<file path="src/common/cch_defines.svh">
// Purpose: Named constants of the common command handler.
// Assumes: Included by bare name by the package and the design files.
// Notes:   Bit positions refer to the standard event status byte.
`ifndef CCH_DEFINES_SVH
`define CCH_DEFINES_SVH

`define CCH_SESR_W      8
`define CCH_SESR_OPC    0
`define CCH_SESR_QYE    2
`define CCH_SESR_DDE    3
`define CCH_SESR_EXE    4
`define CCH_SESR_CME    5
`define CCH_SESR_PON    7
`define CCH_SESR_USED   8'hBD
`define CCH_SESR_RESET  8'h80
`define CCH_IDX_W       6
`define CCH_PASS_LEN    6'h04
`define CCH_ONE_LEN     6'h01
`define CCH_CHAR_ZERO   8'h30
`define CCH_CHAR_ONE    8'h31

`endif

</file>
<file path="src/common/cch_pkg.sv">
// Purpose: Types shared by the common command handler files.
// Assumes: Commands arrive already parsed into one code each.
// Notes:   Enumeration codes follow declaration order from zero.
`include "cch_defines.svh"

package cch_pkg;

    typedef enum logic [3:0] {
        CMD_IDN,
        CMD_RST,
        CMD_TST,
        CMD_TRG,
        CMD_OPC,
        CMD_OPCQ,
        CMD_WAI,
        CMD_ESRQ,
        CMD_UNKNOWN
    } cch_cmd_type;

    typedef enum logic [2:0] {
        RSP_IDN,
        RSP_PASS,
        RSP_FAIL,
        RSP_ONE,
        RSP_NUM
    } cch_rsp_type;

endpackage

</file>
<file path="src/core/cch_responder.sv">
// Purpose: Streams one reply message as ASCII bytes.
// Assumes: A new start comes only while no reply is being sent.
// Notes:   Numbers are sent in decimal without leading zeros.
`timescale 1ns/1ps
`include "cch_defines.svh"

module cch_responder
    import cch_pkg::*;
#(
    parameter int          ID_LEN  = 29,
    // Identification text; the value is arbitrary.
    parameter logic [231:0] ID_TEXT = "VENDOR,SWMAIN,000000001,V1.00"
) (
    // Clock and reset.
    input  wire logic                   clk,
    input  wire logic                   reset,
    // Reply request.
    input  wire logic                   start,
    input  wire cch_rsp_type            kind,
    input  wire logic [`CCH_SESR_W-1:0] value,
    // Byte stream.
    output logic                        resp_valid,
    output logic [7:0]                  resp_byte,
    output logic                        resp_last,
    input  wire logic                   resp_ready
);

    cch_rsp_type            kind_q;
    logic [`CCH_SESR_W-1:0] value_q;
    logic [`CCH_IDX_W-1:0]  idx;
    logic [`CCH_IDX_W-1:0]  next_idx;
    cch_rsp_type            next_kind;
    logic [`CCH_SESR_W-1:0] next_value;
    logic [`CCH_IDX_W-1:0]  next_len;
    logic [7:0]             next_byte;
    logic [3:0]             digit [3];
    logic [1:0]             skip;
    logic [5:0]             id_pos;

    always_comb begin
        next_kind  = start ? kind : kind_q;
        next_value = start ? value : value_q;
        next_idx   = start ? '0 : idx + `CCH_IDX_W'(1);
        digit[0]   = 4'(next_value / 8'h64);
        digit[1]   = 4'((next_value / 8'h0A) % 8'h0A);
        digit[2]   = 4'(next_value % 8'h0A);
        skip       = (next_value >= 8'h64) ? 2'h0 :
                     (next_value >= 8'h0A) ? 2'h1 : 2'h2;
        id_pos     = 6'(ID_LEN - 1) - next_idx;
        next_len   = `CCH_ONE_LEN;
        next_byte  = `CCH_CHAR_ONE;
        case (next_kind)
            RSP_IDN: begin
                next_len  = `CCH_IDX_W'(ID_LEN);
                next_byte = ID_TEXT[8*id_pos +: 8];
            end
            RSP_PASS: begin
                next_len  = `CCH_PASS_LEN;
                next_byte = 8'("PASS" >> (8 * (3 - next_idx[1:0])));
            end
            RSP_FAIL: begin
                next_len  = `CCH_PASS_LEN;
                next_byte = 8'("FAIL" >> (8 * (3 - next_idx[1:0])));
            end
            RSP_NUM: begin
                next_len  = `CCH_IDX_W'(3 - skip);
                next_byte = `CCH_CHAR_ZERO +
                            8'(digit[2'(skip + next_idx[1:0])]);
            end
            default: begin
                next_len  = `CCH_ONE_LEN;
                next_byte = `CCH_CHAR_ONE;
            end
        endcase
    end

    always_ff @(posedge clk) begin
        if (reset) begin
            resp_valid <= 1'b0;
            resp_last  <= 1'b0;
            resp_byte  <= '0;
            idx        <= '0;
            kind_q     <= RSP_ONE;
            value_q    <= '0;
        end else if (start || (resp_valid && resp_ready && !resp_last)) begin
            resp_valid <= 1'b1;
            resp_last  <= (next_idx == next_len - `CCH_IDX_W'(1));
            resp_byte  <= next_byte;
            idx        <= next_idx;
            kind_q     <= next_kind;
            value_q    <= next_value;
        end else if (resp_valid && resp_ready) begin
            resp_valid <= 1'b0;
            resp_last  <= 1'b0;
        end
    end

endmodule

</file>
<file path="src/core/cch_top.sv">
// Purpose: Executes the common commands of a relay switch mainframe.
// Assumes: Commands arrive parsed; op_busy marks an operation in flight.
// Notes:   Communication settings live elsewhere and are never touched.
`timescale 1ns/1ps
`include "cch_defines.svh"

module cch_top
    import cch_pkg::*;
(
    // Clock and reset.
    input  wire logic                   clk,
    input  wire logic                   reset,
    // Parsed commands.
    input  wire logic                   cmd_valid,
    input  wire cch_cmd_type            cmd_code,
    output logic                        cmd_ready,
    // Reply bytes.
    output logic                        resp_valid,
    output logic [7:0]                  resp_byte,
    output logic                        resp_last,
    input  wire logic                   resp_ready,
    // Operation and scan status.
    input  wire logic                   op_busy,
    input  wire logic                   scan_list_enabled,
    input  wire logic                   scan_finished,
    output logic                        scan_active,
    output logic                        scan_start,
    output logic                        scan_advance,
    // Initialisation of the relay side.
    output logic                        settings_reset,
    output logic                        open_all_channels,
    // Self-test engine.
    output logic                        selftest_start,
    input  wire logic                   selftest_done,
    input  wire logic                   selftest_fail,
    // Standard event status view.
    output logic [`CCH_SESR_W-1:0]      sesr
);

    typedef enum logic [2:0] {
        ST_IDLE, ST_TEST, ST_HOLD, ST_RESP
    } cch_state_type;

    cch_state_type          state;
    cch_state_type          next_state;
    cch_cmd_type            hold_kind;
    cch_cmd_type            pend_code;
    cch_cmd_type            cur;
    logic                   pend_valid;
    logic                   next_pend;
    logic                   take;
    logic                   go;
    logic                   wai_trg;
    logic                   do_trg;
    logic                   rsp_start;
    cch_rsp_type            rsp_kind;
    logic [`CCH_SESR_W-1:0] set_bits;
    logic [`CCH_SESR_W-1:0] clr_bits;

    assign take    = cmd_valid && cmd_ready;
    assign cur     = pend_valid ? pend_code : cmd_code;
    assign go      = (state == ST_IDLE) && (pend_valid || take);
    assign wai_trg = (state == ST_HOLD) && (hold_kind == CMD_WAI) && take &&
                     (cmd_code == CMD_TRG);
    assign do_trg  = (go && cur == CMD_TRG) || wai_trg;

    always_comb begin
        next_state = state;
        rsp_start  = 1'b0;
        rsp_kind   = RSP_ONE;
        set_bits   = '0;
        clr_bits   = '0;
        next_pend  = pend_valid;
        case (state)
            ST_IDLE: begin
                next_pend = 1'b0;
                if (go) begin
                    case (cur)
                        CMD_IDN: begin
                            rsp_start  = 1'b1;
                            rsp_kind   = RSP_IDN;
                            next_state = ST_RESP;
                        end
                        CMD_TST: begin
                            if (scan_active) begin
                                set_bits[`CCH_SESR_EXE] = 1'b1;
                            end else begin
                                next_state = ST_TEST;
                            end
                        end
                        CMD_OPC, CMD_OPCQ, CMD_WAI: begin
                            next_state = ST_HOLD;
                        end
                        CMD_ESRQ: begin
                            rsp_start  = 1'b1;
                            rsp_kind   = RSP_NUM;
                            clr_bits   = '1;
                            next_state = ST_RESP;
                        end
                        CMD_UNKNOWN: begin
                            set_bits[`CCH_SESR_CME] = 1'b1;
                        end
                        default: begin
                            next_state = ST_IDLE;
                        end
                    endcase
                end
            end
            ST_TEST: begin
                if (selftest_done) begin
                    rsp_start  = 1'b1;
                    rsp_kind   = selftest_fail ? RSP_FAIL : RSP_PASS;
                    next_state = ST_RESP;
                end
            end
            ST_HOLD: begin
                if (take && !wai_trg) begin
                    next_pend = 1'b1;
                end
                if (!op_busy) begin
                    next_state = ST_IDLE;
                    if (hold_kind == CMD_OPC) begin
                        set_bits[`CCH_SESR_OPC] = 1'b1;
                    end
                    if (hold_kind == CMD_OPCQ) begin
                        rsp_start  = 1'b1;
                        rsp_kind   = RSP_ONE;
                        next_state = ST_RESP;
                    end
                end
            end
            ST_RESP: begin
                if (!resp_valid && !selftest_start) begin
                    next_state = ST_IDLE;
                end
            end
            default: begin
                next_state = ST_IDLE;
            end
        endcase
    end

    always_ff @(posedge clk) begin
        if (reset) begin
            state     <= ST_IDLE;
            hold_kind <= CMD_WAI;
        end else begin
            state <= next_state;
            if (go) begin
                hold_kind <= cur;
            end
        end
    end

    always_ff @(posedge clk) begin
        if (reset) begin
            pend_valid <= 1'b0;
            pend_code  <= CMD_UNKNOWN;
            cmd_ready  <= 1'b0;
        end else begin
            pend_valid <= next_pend;
            if (state == ST_HOLD && take && !wai_trg) begin
                pend_code <= cmd_code;
            end
            // Only a wait hold keeps the port open.
            cmd_ready <= !next_pend && ((next_state == ST_IDLE) ||
                         (next_state == ST_HOLD &&
                          (go ? cur : hold_kind) == CMD_WAI));
        end
    end

    always_ff @(posedge clk) begin
        if (reset) begin
            scan_active  <= 1'b0;
            scan_start   <= 1'b0;
            scan_advance <= 1'b0;
        end else begin
            scan_start   <= do_trg && !scan_active && scan_list_enabled;
            scan_advance <= do_trg && scan_active;
            if (go && cur == CMD_RST) begin
                scan_active <= 1'b0;
            end else if (do_trg && scan_list_enabled) begin
                scan_active <= 1'b1;
            end else if (scan_finished) begin
                scan_active <= 1'b0;
            end
        end
    end

    always_ff @(posedge clk) begin
        if (reset) begin
            settings_reset    <= 1'b0;
            open_all_channels <= 1'b0;
            selftest_start    <= 1'b0;
        end else begin
            settings_reset    <= go && cur == CMD_RST;
            open_all_channels <= go && cur == CMD_RST;
            selftest_start    <= go && cur == CMD_TST && !scan_active;
        end
    end

    always_ff @(posedge clk) begin
        if (reset) begin
            sesr <= `CCH_SESR_RESET;
        end else begin
            sesr <= ((sesr & ~clr_bits) | set_bits) & `CCH_SESR_USED;
        end
    end

    cch_responder u_responder (
        .clk        (clk),
        .reset      (reset),
        .start      (rsp_start),
        .kind       (rsp_kind),
        .value      (sesr),
        .resp_valid (resp_valid),
        .resp_byte  (resp_byte),
        .resp_last  (resp_last),
        .resp_ready (resp_ready)
    );
endmodule

</file>
<file path="config.mk">
export PLATFORM = sky130hd
export DESIGN_NAME = cch_top
export DESIGN_NICKNAME = d
export VERILOG_FILES = /design/src/common/cch_pkg.sv /design/src/core/cch_responder.sv /design/src/core/cch_top.sv
export VERILOG_INCLUDE_DIRS = /design/src /design/src/common
export SDC_FILE = /design/constraint.sdc
export NUM_CORES = 1
export LEC_CHECK = 0
export ABC_AREA = 1
export BUFFER_PORTS_ARGS = -buffer_cell sky130_fd_sc_hd__buf_2
export CORE_AREA = 2 2 64 112
export DETAILED_ROUTE_END_ITERATION = 8
export DIE_AREA = 0 0 66 114
export GPL_TIMING_DRIVEN = 0
export PLACE_DENSITY = 0.79
export RECOVER_POWER = 50
export SYNTH_ARGS = -nofsm -noshare
export SYNTH_HDL_FRONTEND = slang
export SYNTH_SLANG_ARGS = --single-unit
export TNS_END_PERCENT = 10
</file>
<file path="constraint.sdc">
create_clock -name clk -period 13.4 [get_ports clk]
set_input_delay 2.68 -clock clk [delete_from_list [all_inputs] [get_ports clk]]
set_output_delay 2.68 -clock clk [all_outputs]
set_load 0.02 [all_outputs]
</file>
==> results of run 1 <==
-- report_power, final --
part	internal [mW]	switching, mW	leakage [nW]
clock	0.0749	0.0560	0.0770
combinational	0.0195	0.0410	1.53
sequential	0.152	0.00206	0.405
-- cells in the final DEF, fill, tap and decap left out, types with 4 or more instances in the layout --
cell type,synthesis,routed
a21oi_1,30,30
and3_1,4,4
buf_2,0,11
buf_4,6,6
clkbuf_1,5,28
clkbuf_16,0,5
conb_1,1,4
dfxtp_1,50,50
ha_1,16,16
inv_1,75,75
inv_2,7,7
nand2_1,115,117
nand2_2,18,18
nand2_4,16,15
nand3_1,43,43
nand3_2,5,5
nand4_1,11,11
nor2_1,56,57
nor2_2,6,6
nor3_1,10,10
o21ai_0,45,45
o31ai_1,6,6
or2_2,5,5
xor2_1,10,10
-- how the worst min path moves through the flow --
stage	start	end	slack, ns	depth (start not counted)
after global routing	u_responder.resp_byte[3]$_SDFFE_PP0P_	u_responder.resp_byte[3]$_SDFFE_PP0P_	0.49	2
after CTS	pend_code[3]$_SDFFE_PP1P_	pend_code[3]$_SDFFE_PP1P_	0.47	2
after global placement	pend_code[3]$_SDFFE_PP1P_	pend_code[3]$_SDFFE_PP1P_	0.44	2
final	pend_code[3]$_SDFFE_PP1P_	pend_code[3]$_SDFFE_PP1P_	0.46	2
after floorplan	pend_code[3]$_SDFFE_PP1P_	pend_code[3]$_SDFFE_PP1P_	0.43	2
after detailed placement	pend_code[3]$_SDFFE_PP1P_	pend_code[3]$_SDFFE_PP1P_	0.45	2
-- sequential cells by signal (all words and copies together), names as in the netlist --
signal,cells
hold_kind,4
cmd_ready,1
scan_active,1
scan_start,1
u_responder.value_q,8
u_responder.kind_q,3
state,3
sesr,6
pend_code,4
scan_advance,1
open_all_channels,1
u_responder.idx,6
u_responder.resp_byte,7
u_responder.resp_valid,1
u_responder.resp_last,1
selftest_start,1
pend_valid,1
-- kinds of logic (layout without fill, tap and decap cells) --
kind of cell	after synthesis	in the layout	synth area share (%)
buf+inv	98	140	10.3
flops	50	50	25.7
compound gates	109	109	16.9
simple gates	301	301	39.4
xor+xnor	11	11	2.47
other cells	1	4	0.0962
fa+ha+maj	16	16	5.13
-- cell type report --
cell class / count / area, um2 / area share (%)
plain buffers: 12 / 75.1 / 1.75
clock buffers: 6 / 139 / 3.24
clock inverters: 2 / 17.5 / 0.409
inverters: 86 / 328 / 7.65
multi-input cells: 441 / 2480 / 57.8
flip-flops and latches: 50 / 1000 / 23.4
well taps: 84 / 105 / 2.45
repair buffers: 34 / 141 / 3.30
-- per-layer routing --
layer	wire [um]	GRT usage [%]	part of all wire, %
met2	5120	52.2	53
met1	3860	29.5	40
met3	401	3.35	4.1
met4	333	12.0	3.4
met5	0	0	0
-- critical path, delay by kind of cell --
kind | cells | cell delay (ns)
compound gates | 1 | 0.10
fa+ha+maj | 2 | 0.33
buf+inv | 5 | 0.30
simple gates | 34 | 4.21
==> results.cfg, run 1 <==
[pwr]
vdd_drop_max_mv = 0.122
power_density_nw_per_um2 = 80.6
power.leakage_nw = 2.01
p_total_mw = 0.345

[yosys]
async_reset_ff_share_pct = 0
synthTopCellsByArea = dfxtp_1 (26%), nand2_1 (11%), inv_1 (7.2%)
yosysMostFrequentCell = nand2_1
ys_ff_latch = 50
synth_edf_count = 0
syn_area_um2 = 3900
avgSynthCellArea_um2 = 6.66
synth-warning-count = 0
synth_top_area_cell = dfxtp_1
ys.flop_type = dfxtp_1
synth_commonest_cells = nand2_1 (115), inv_1 (75), nor2_1 (56), dfxtp_1 (50), o21ai_0 (45)
synth_top_cell_area_share_pct = 25.7
syn_inst = 586
ys_seq_area_share_pct = 25.7
synth_cell_types = 48

[hold_path]
min_path_type = reg2reg

[global_routing]
grt_start_max_net_pins = 17
antenna_found_initial = 0
grt_pass1_vias = 3813
grt-ovfl-total = 0
grt_first_pass_wirelength_um = 16500
grtUsageTotal_pct = 27.5

[route]
routed_wl_um = 9710
drt-pass1-iter-count = 4
final_antenna_net_count = 0
num_vias = 3948
drt-wirelength-per-cell_um = 13.6
vias_per_cell = 5.52
drt-initial-drc-count = 138
drc = 0

[layout]
stdcell_count = 715
drive_above_1_share_pct = 15.2
fill_cells = 667
stdcell_area_um2 = 4280
syn2layout_area_growth_pct = 9.82
diodes = 0
nNetsFinal = 659
fin_util_pct = 63.9

[worst_setup_path]
cp_max_fo = 10
timing.rr.end = u_responder.resp_byte[3]$_SDFFE_PP0P_
critical_path_class = in2reg
reg2reg_from = state[1]$_SDFF_PP0_
crit_required_ns = 13.63
end_kind = register
crit_path_max_incr_delay_ns = 0.57
crit_slowest_cell = nand2_1
worstSetupStartpointType = input pin
crit_start = cmd_valid
critPathCapture = u_responder.resp_byte[3]$_SDFFE_PP0P_
arrival_ns = 7.65
rrSetupSlack_ns = 7.86
r2r_cells = 40
cpMostUsedCell = nand2_1

[die]
row_count = 40
die_w_um = 66
initial_core_util_pct = 58.2
io_pins = 38
fp.coreArea_um2 = 6710
dieArea_um2 = 7520
die_h_um = 114

[cts]
cts_sinks = 50
cts_hold_buf = 0
clk_latency_ns = 0.29
numCtsBuffers = 5
htreeDepth = 2
cts_setup_buffers = 0
clockRootBuffer = clkbuf_16
cts_resized = 0
cts_buffer_depth = 2
clk_pin_slew_ns = 0.07
cts_tree = built

[run]
drv_cap = 0

[run_status]
status = finished, final reports clean

[sta]
rsz0062_at_grt = no
slew_violations = 0
period_minus_slack_ns = 7.42
timing.hold.ws_ns = 0.465
setup-violations-final = 0
fmax_mhz = 135
tns_ns = 0
skew_ns = 0.00559
hold_viol_final = 0
layout_setup_ws_ns = 5.98
tightest_slew_ns = 0.716
period_share_pct = 55.4
slew_headroom_pct = 52.1

[place]
port_buffers = 34
place_ws_ns = 6.40
dp_hpwl_um = 7750
gp_congestion = 0.920
dp_cells = 707
place_area_um2 = 4190
No activity file was read; power rests on OpenSTA's default activity.
==> inputs of run 2 (changes only) <==
--- a/config.mk
+++ b/config.mk
@@ -6,13 +6,13 @@
 export SDC_FILE = /design/constraint.sdc
 export NUM_CORES = 1
 export LEC_CHECK = 0
-export ABC_AREA = 1
+export ABC_AREA = 0
 export BUFFER_PORTS_ARGS = -buffer_cell sky130_fd_sc_hd__buf_2
-export CORE_AREA = 2 2 64 112
+export CORE_AREA = 2 2 66 115
 export DETAILED_ROUTE_END_ITERATION = 8
-export DIE_AREA = 0 0 66 114
+export DIE_AREA = 0 0 68 117
 export GPL_TIMING_DRIVEN = 0
-export PLACE_DENSITY = 0.79
+export PLACE_DENSITY = 0.78
 export RECOVER_POWER = 50
 export SYNTH_ARGS = -nofsm -noshare
 export SYNTH_HDL_FRONTEND = slang
==> constraint.sdc (replaced) <==
create_clock -name clk -period 7.4 [get_ports clk]
set_input_delay 1.48 -clock clk [delete_from_list [all_inputs] [get_ports clk]]
set_output_delay 1.48 -clock clk [all_outputs]
set_load 0.02 [all_outputs]
==> run 2 against run 1 <==
- synthesized area increased by 4.7%
- critical path depth down 25
- die area up 5.7%
- critical path type unchanged
- synthesized cell count decreased by 11%
- non-clock buffer count is 19 higher
- wire length grew 13%
- worst hold slack worse by 0.0043 ns
- total power up 81%
- utilization decreased by 0.31 points
==> results.cfg, run 2 <==
[run_status]
status = finished, final reports clean

[die]
fp.coreArea_um2 = 7080
die_h_um = 117
die_w_um = 68
io_pins = 38
initial_core_util_pct = 57.7
dieArea_um2 = 7960
row_count = 41

[layout]
largest_reg_flops = 8
syn2layout_area_growth_pct = 10.2
reg.largest.list = u_responder.value_q: 8 flops, u_responder.resp_byte: 7 flops
nNetsFinal = 597
fill_cells = 641
regMostFlops = u_responder.value_q
diodes = 0
most-common-layout-cells = dfxtp_1 (50), nor2_1 (49), nand2_1 (48)
drive_above_1_share_pct = 9.51
fin_util_pct = 63.6
layout_commonest_cell = dfxtp_1

[cts]
numCtsBuffers = 5
cts_resized = 0
cts_buffer_depth = 2
cts_hold_buf = 0
clk_pin_slew_ns = 0.07
cts_tree = built
clockRootBuffer = clkbuf_16
cts_sinks = 50
clk_latency_ns = 0.29
cts_setup_buffers = 0
htreeDepth = 2

[global_routing]
grt_start_max_net_pins = 15
grtUsageTotal_pct = 29.0
antenna_found_initial = 0
grt_first_pass_wirelength_um = 17800
grt-ovfl-total = 0
grt_pass1_vias = 3823

[worst_setup_path]
end_kind = register
crit_required_ns = 7.59
arrival_ns = 6.31
critical_path_class = in2reg
cp.buffers_inverters = 5
crit_slowest_cell = or4_1
path_delay_family = compound AO/OA/AOI/OAI gates
worstSetupStartpointType = input pin
crit_path_max_incr_delay_ns = 0.54
crit_path_cell_trace = clkbuf_1 > mux2i_1 > o21ai_2 > a31oi_2 > buf_2 > buf_2 > buf_1 > nand2_1 > ha_1 > or4_1 > nand3_1 > clkbuf_1 > o211ai_1 > a31o_1 > a22oi_1 > o22ai_1 > a31o_1
cp_max_fo = 10

[pwr]
p_total_mw = 0.625
vdd_drop_max_mv = 0.199
power_density_nw_per_um2 = 139
power.leakage_nw = 1.73

[place]
port_buffers = 34
dp_hpwl_um = 8480
gp_congestion = 0.924

[route]
drt-pass1-iter-count = 5
final_antenna_net_count = 0
drt-wirelength-per-cell_um = 16.8
drt-initial-drc-count = 236
routed_wl_um = 11000
num_vias = 4037
drc = 0
vias_per_cell = 6.17

[yosys]
synth_compound_area_share_pct = 23.1
synth_mux_area_share_pct = 9.44
synthTopCellsByArea = dfxtp_1 (25%), mux2i_1 (5.6%), ha_1 (4.9%)
synth_top_area_cell = dfxtp_1
synth_commonest_cells = dfxtp_1 (50), nor2_1 (49), nand2_1 (48), a21oi_1 (36), nor3_1 (25)
ys.flop_type = dfxtp_1
synth_top_family_by_area = simple AND/OR/NAND/NOR gates
synth_top_cell_area_share_pct = 24.5
synth_xor_area_share_pct = 4.72
yosys.area_share.adder_pct = 4.90
synth_cell_types = 81
syn_area_um2 = 4080
ys_ff_latch = 50
synth-warning-count = 0
ys_seq_area_share_pct = 24.5
synth_edf_count = 0
syn_inst = 524
yosysMostFrequentCell = dfxtp_1
avgSynthCellArea_um2 = 7.79
yosys.area_share.simple_pct = 27.6
async_reset_ff_share_pct = 0

[sta]
hold_viol_final = 0
timing.hold.ws_ns = 0.461
slew_violations = 0
slew_headroom_pct = 51.1
period_minus_slack_ns = 6.12
rsz0062_at_grt = no
setup-violations-final = 0
fmax_mhz = 163
tns_ns = 0
tightest_slew_ns = 0.725
skew_ns = 0.00638
period_share_pct = 82.7

[run]
drv_cap = 0

[hold_path]
min_path_type = reg2reg
==> run 2: power by group <==
group	leakage [nW]	internal, mW	switching (mW)
logic	1.24	0.0306	0.0508
clock network	0.0829	0.167	0.100
registers	0.404	0.273	0.00354
==> run 2: worst paths after layout <==
path,end,depth (start not counted),slack (ns),from
max,u_responder.resp_byte[2]$_SDFFE_PP0P_,17,1.28,cmd_code[1]
min,pend_code[3]$_SDFFE_PP1P_,1,0.46,pend_code[3]$_SDFFE_PP1P_
max reg2reg,u_responder.resp_byte[2]$_SDFFE_PP0P_,17,2.04,pend_valid$_SDFF_PP0_
min reg2reg,pend_code[3]$_SDFFE_PP1P_,1,0.46,pend_code[3]$_SDFFE_PP1P_
==> run 2: cell type report <==
cell class | count | area, um2 | share of cell area [%]
clock buffer | 6 | 139 | 3.09
timing repair buffer | 34 | 139 | 3.09
clock inverter | 1 | 30.0 | 0.667
multi-input combinational | 428 | 2850 | 63.4
sequential | 50 | 1000 | 22.2
buffer | 31 | 161 | 3.59
tap | 86 | 108 | 2.39
inverter | 18 | 67.6 | 1.50
==> run 2: metrics by stage <==
| stage | area [um2] | cells | worst slack, ns |
|---|---|---|---|
| 5_1_grt | 4500 | 654 | 0.932 |
| 2_1_floorplan | 4100 | 527 | 2.18 |
| 4_1_cts | 4540 | 654 | 1.35 |
| 6_report | 4500 | 654 | 1.28 |
| 3_5_place_dp | 4370 | 647 | 1.05 |
| 3_3_place_gp | 4370 | 647 | 1.07 |
==> run 2: logic make-up (layout without fill, tap and decap cells) <==
kind of cell	count (synthesis)	count (layout)
muxes	35	35
other	1	4
buffers and inverters	49	90
DFF	50	50
xor gates and xnor gates	22	22
and+or+nand+nor	218	218
AOI/OAI and AO/OA	133	133
adders and majority gates	16	16
==> run 2: routing by layer <==
layer  vias up  track usage [%]  share of wire [%]
li1       1996                -                  -
met3        31             3.73                4.0
met2       121             53.7                 54
met5         -                0                  0
met4         0             13.1                3.2
met1      1889             31.6                 39
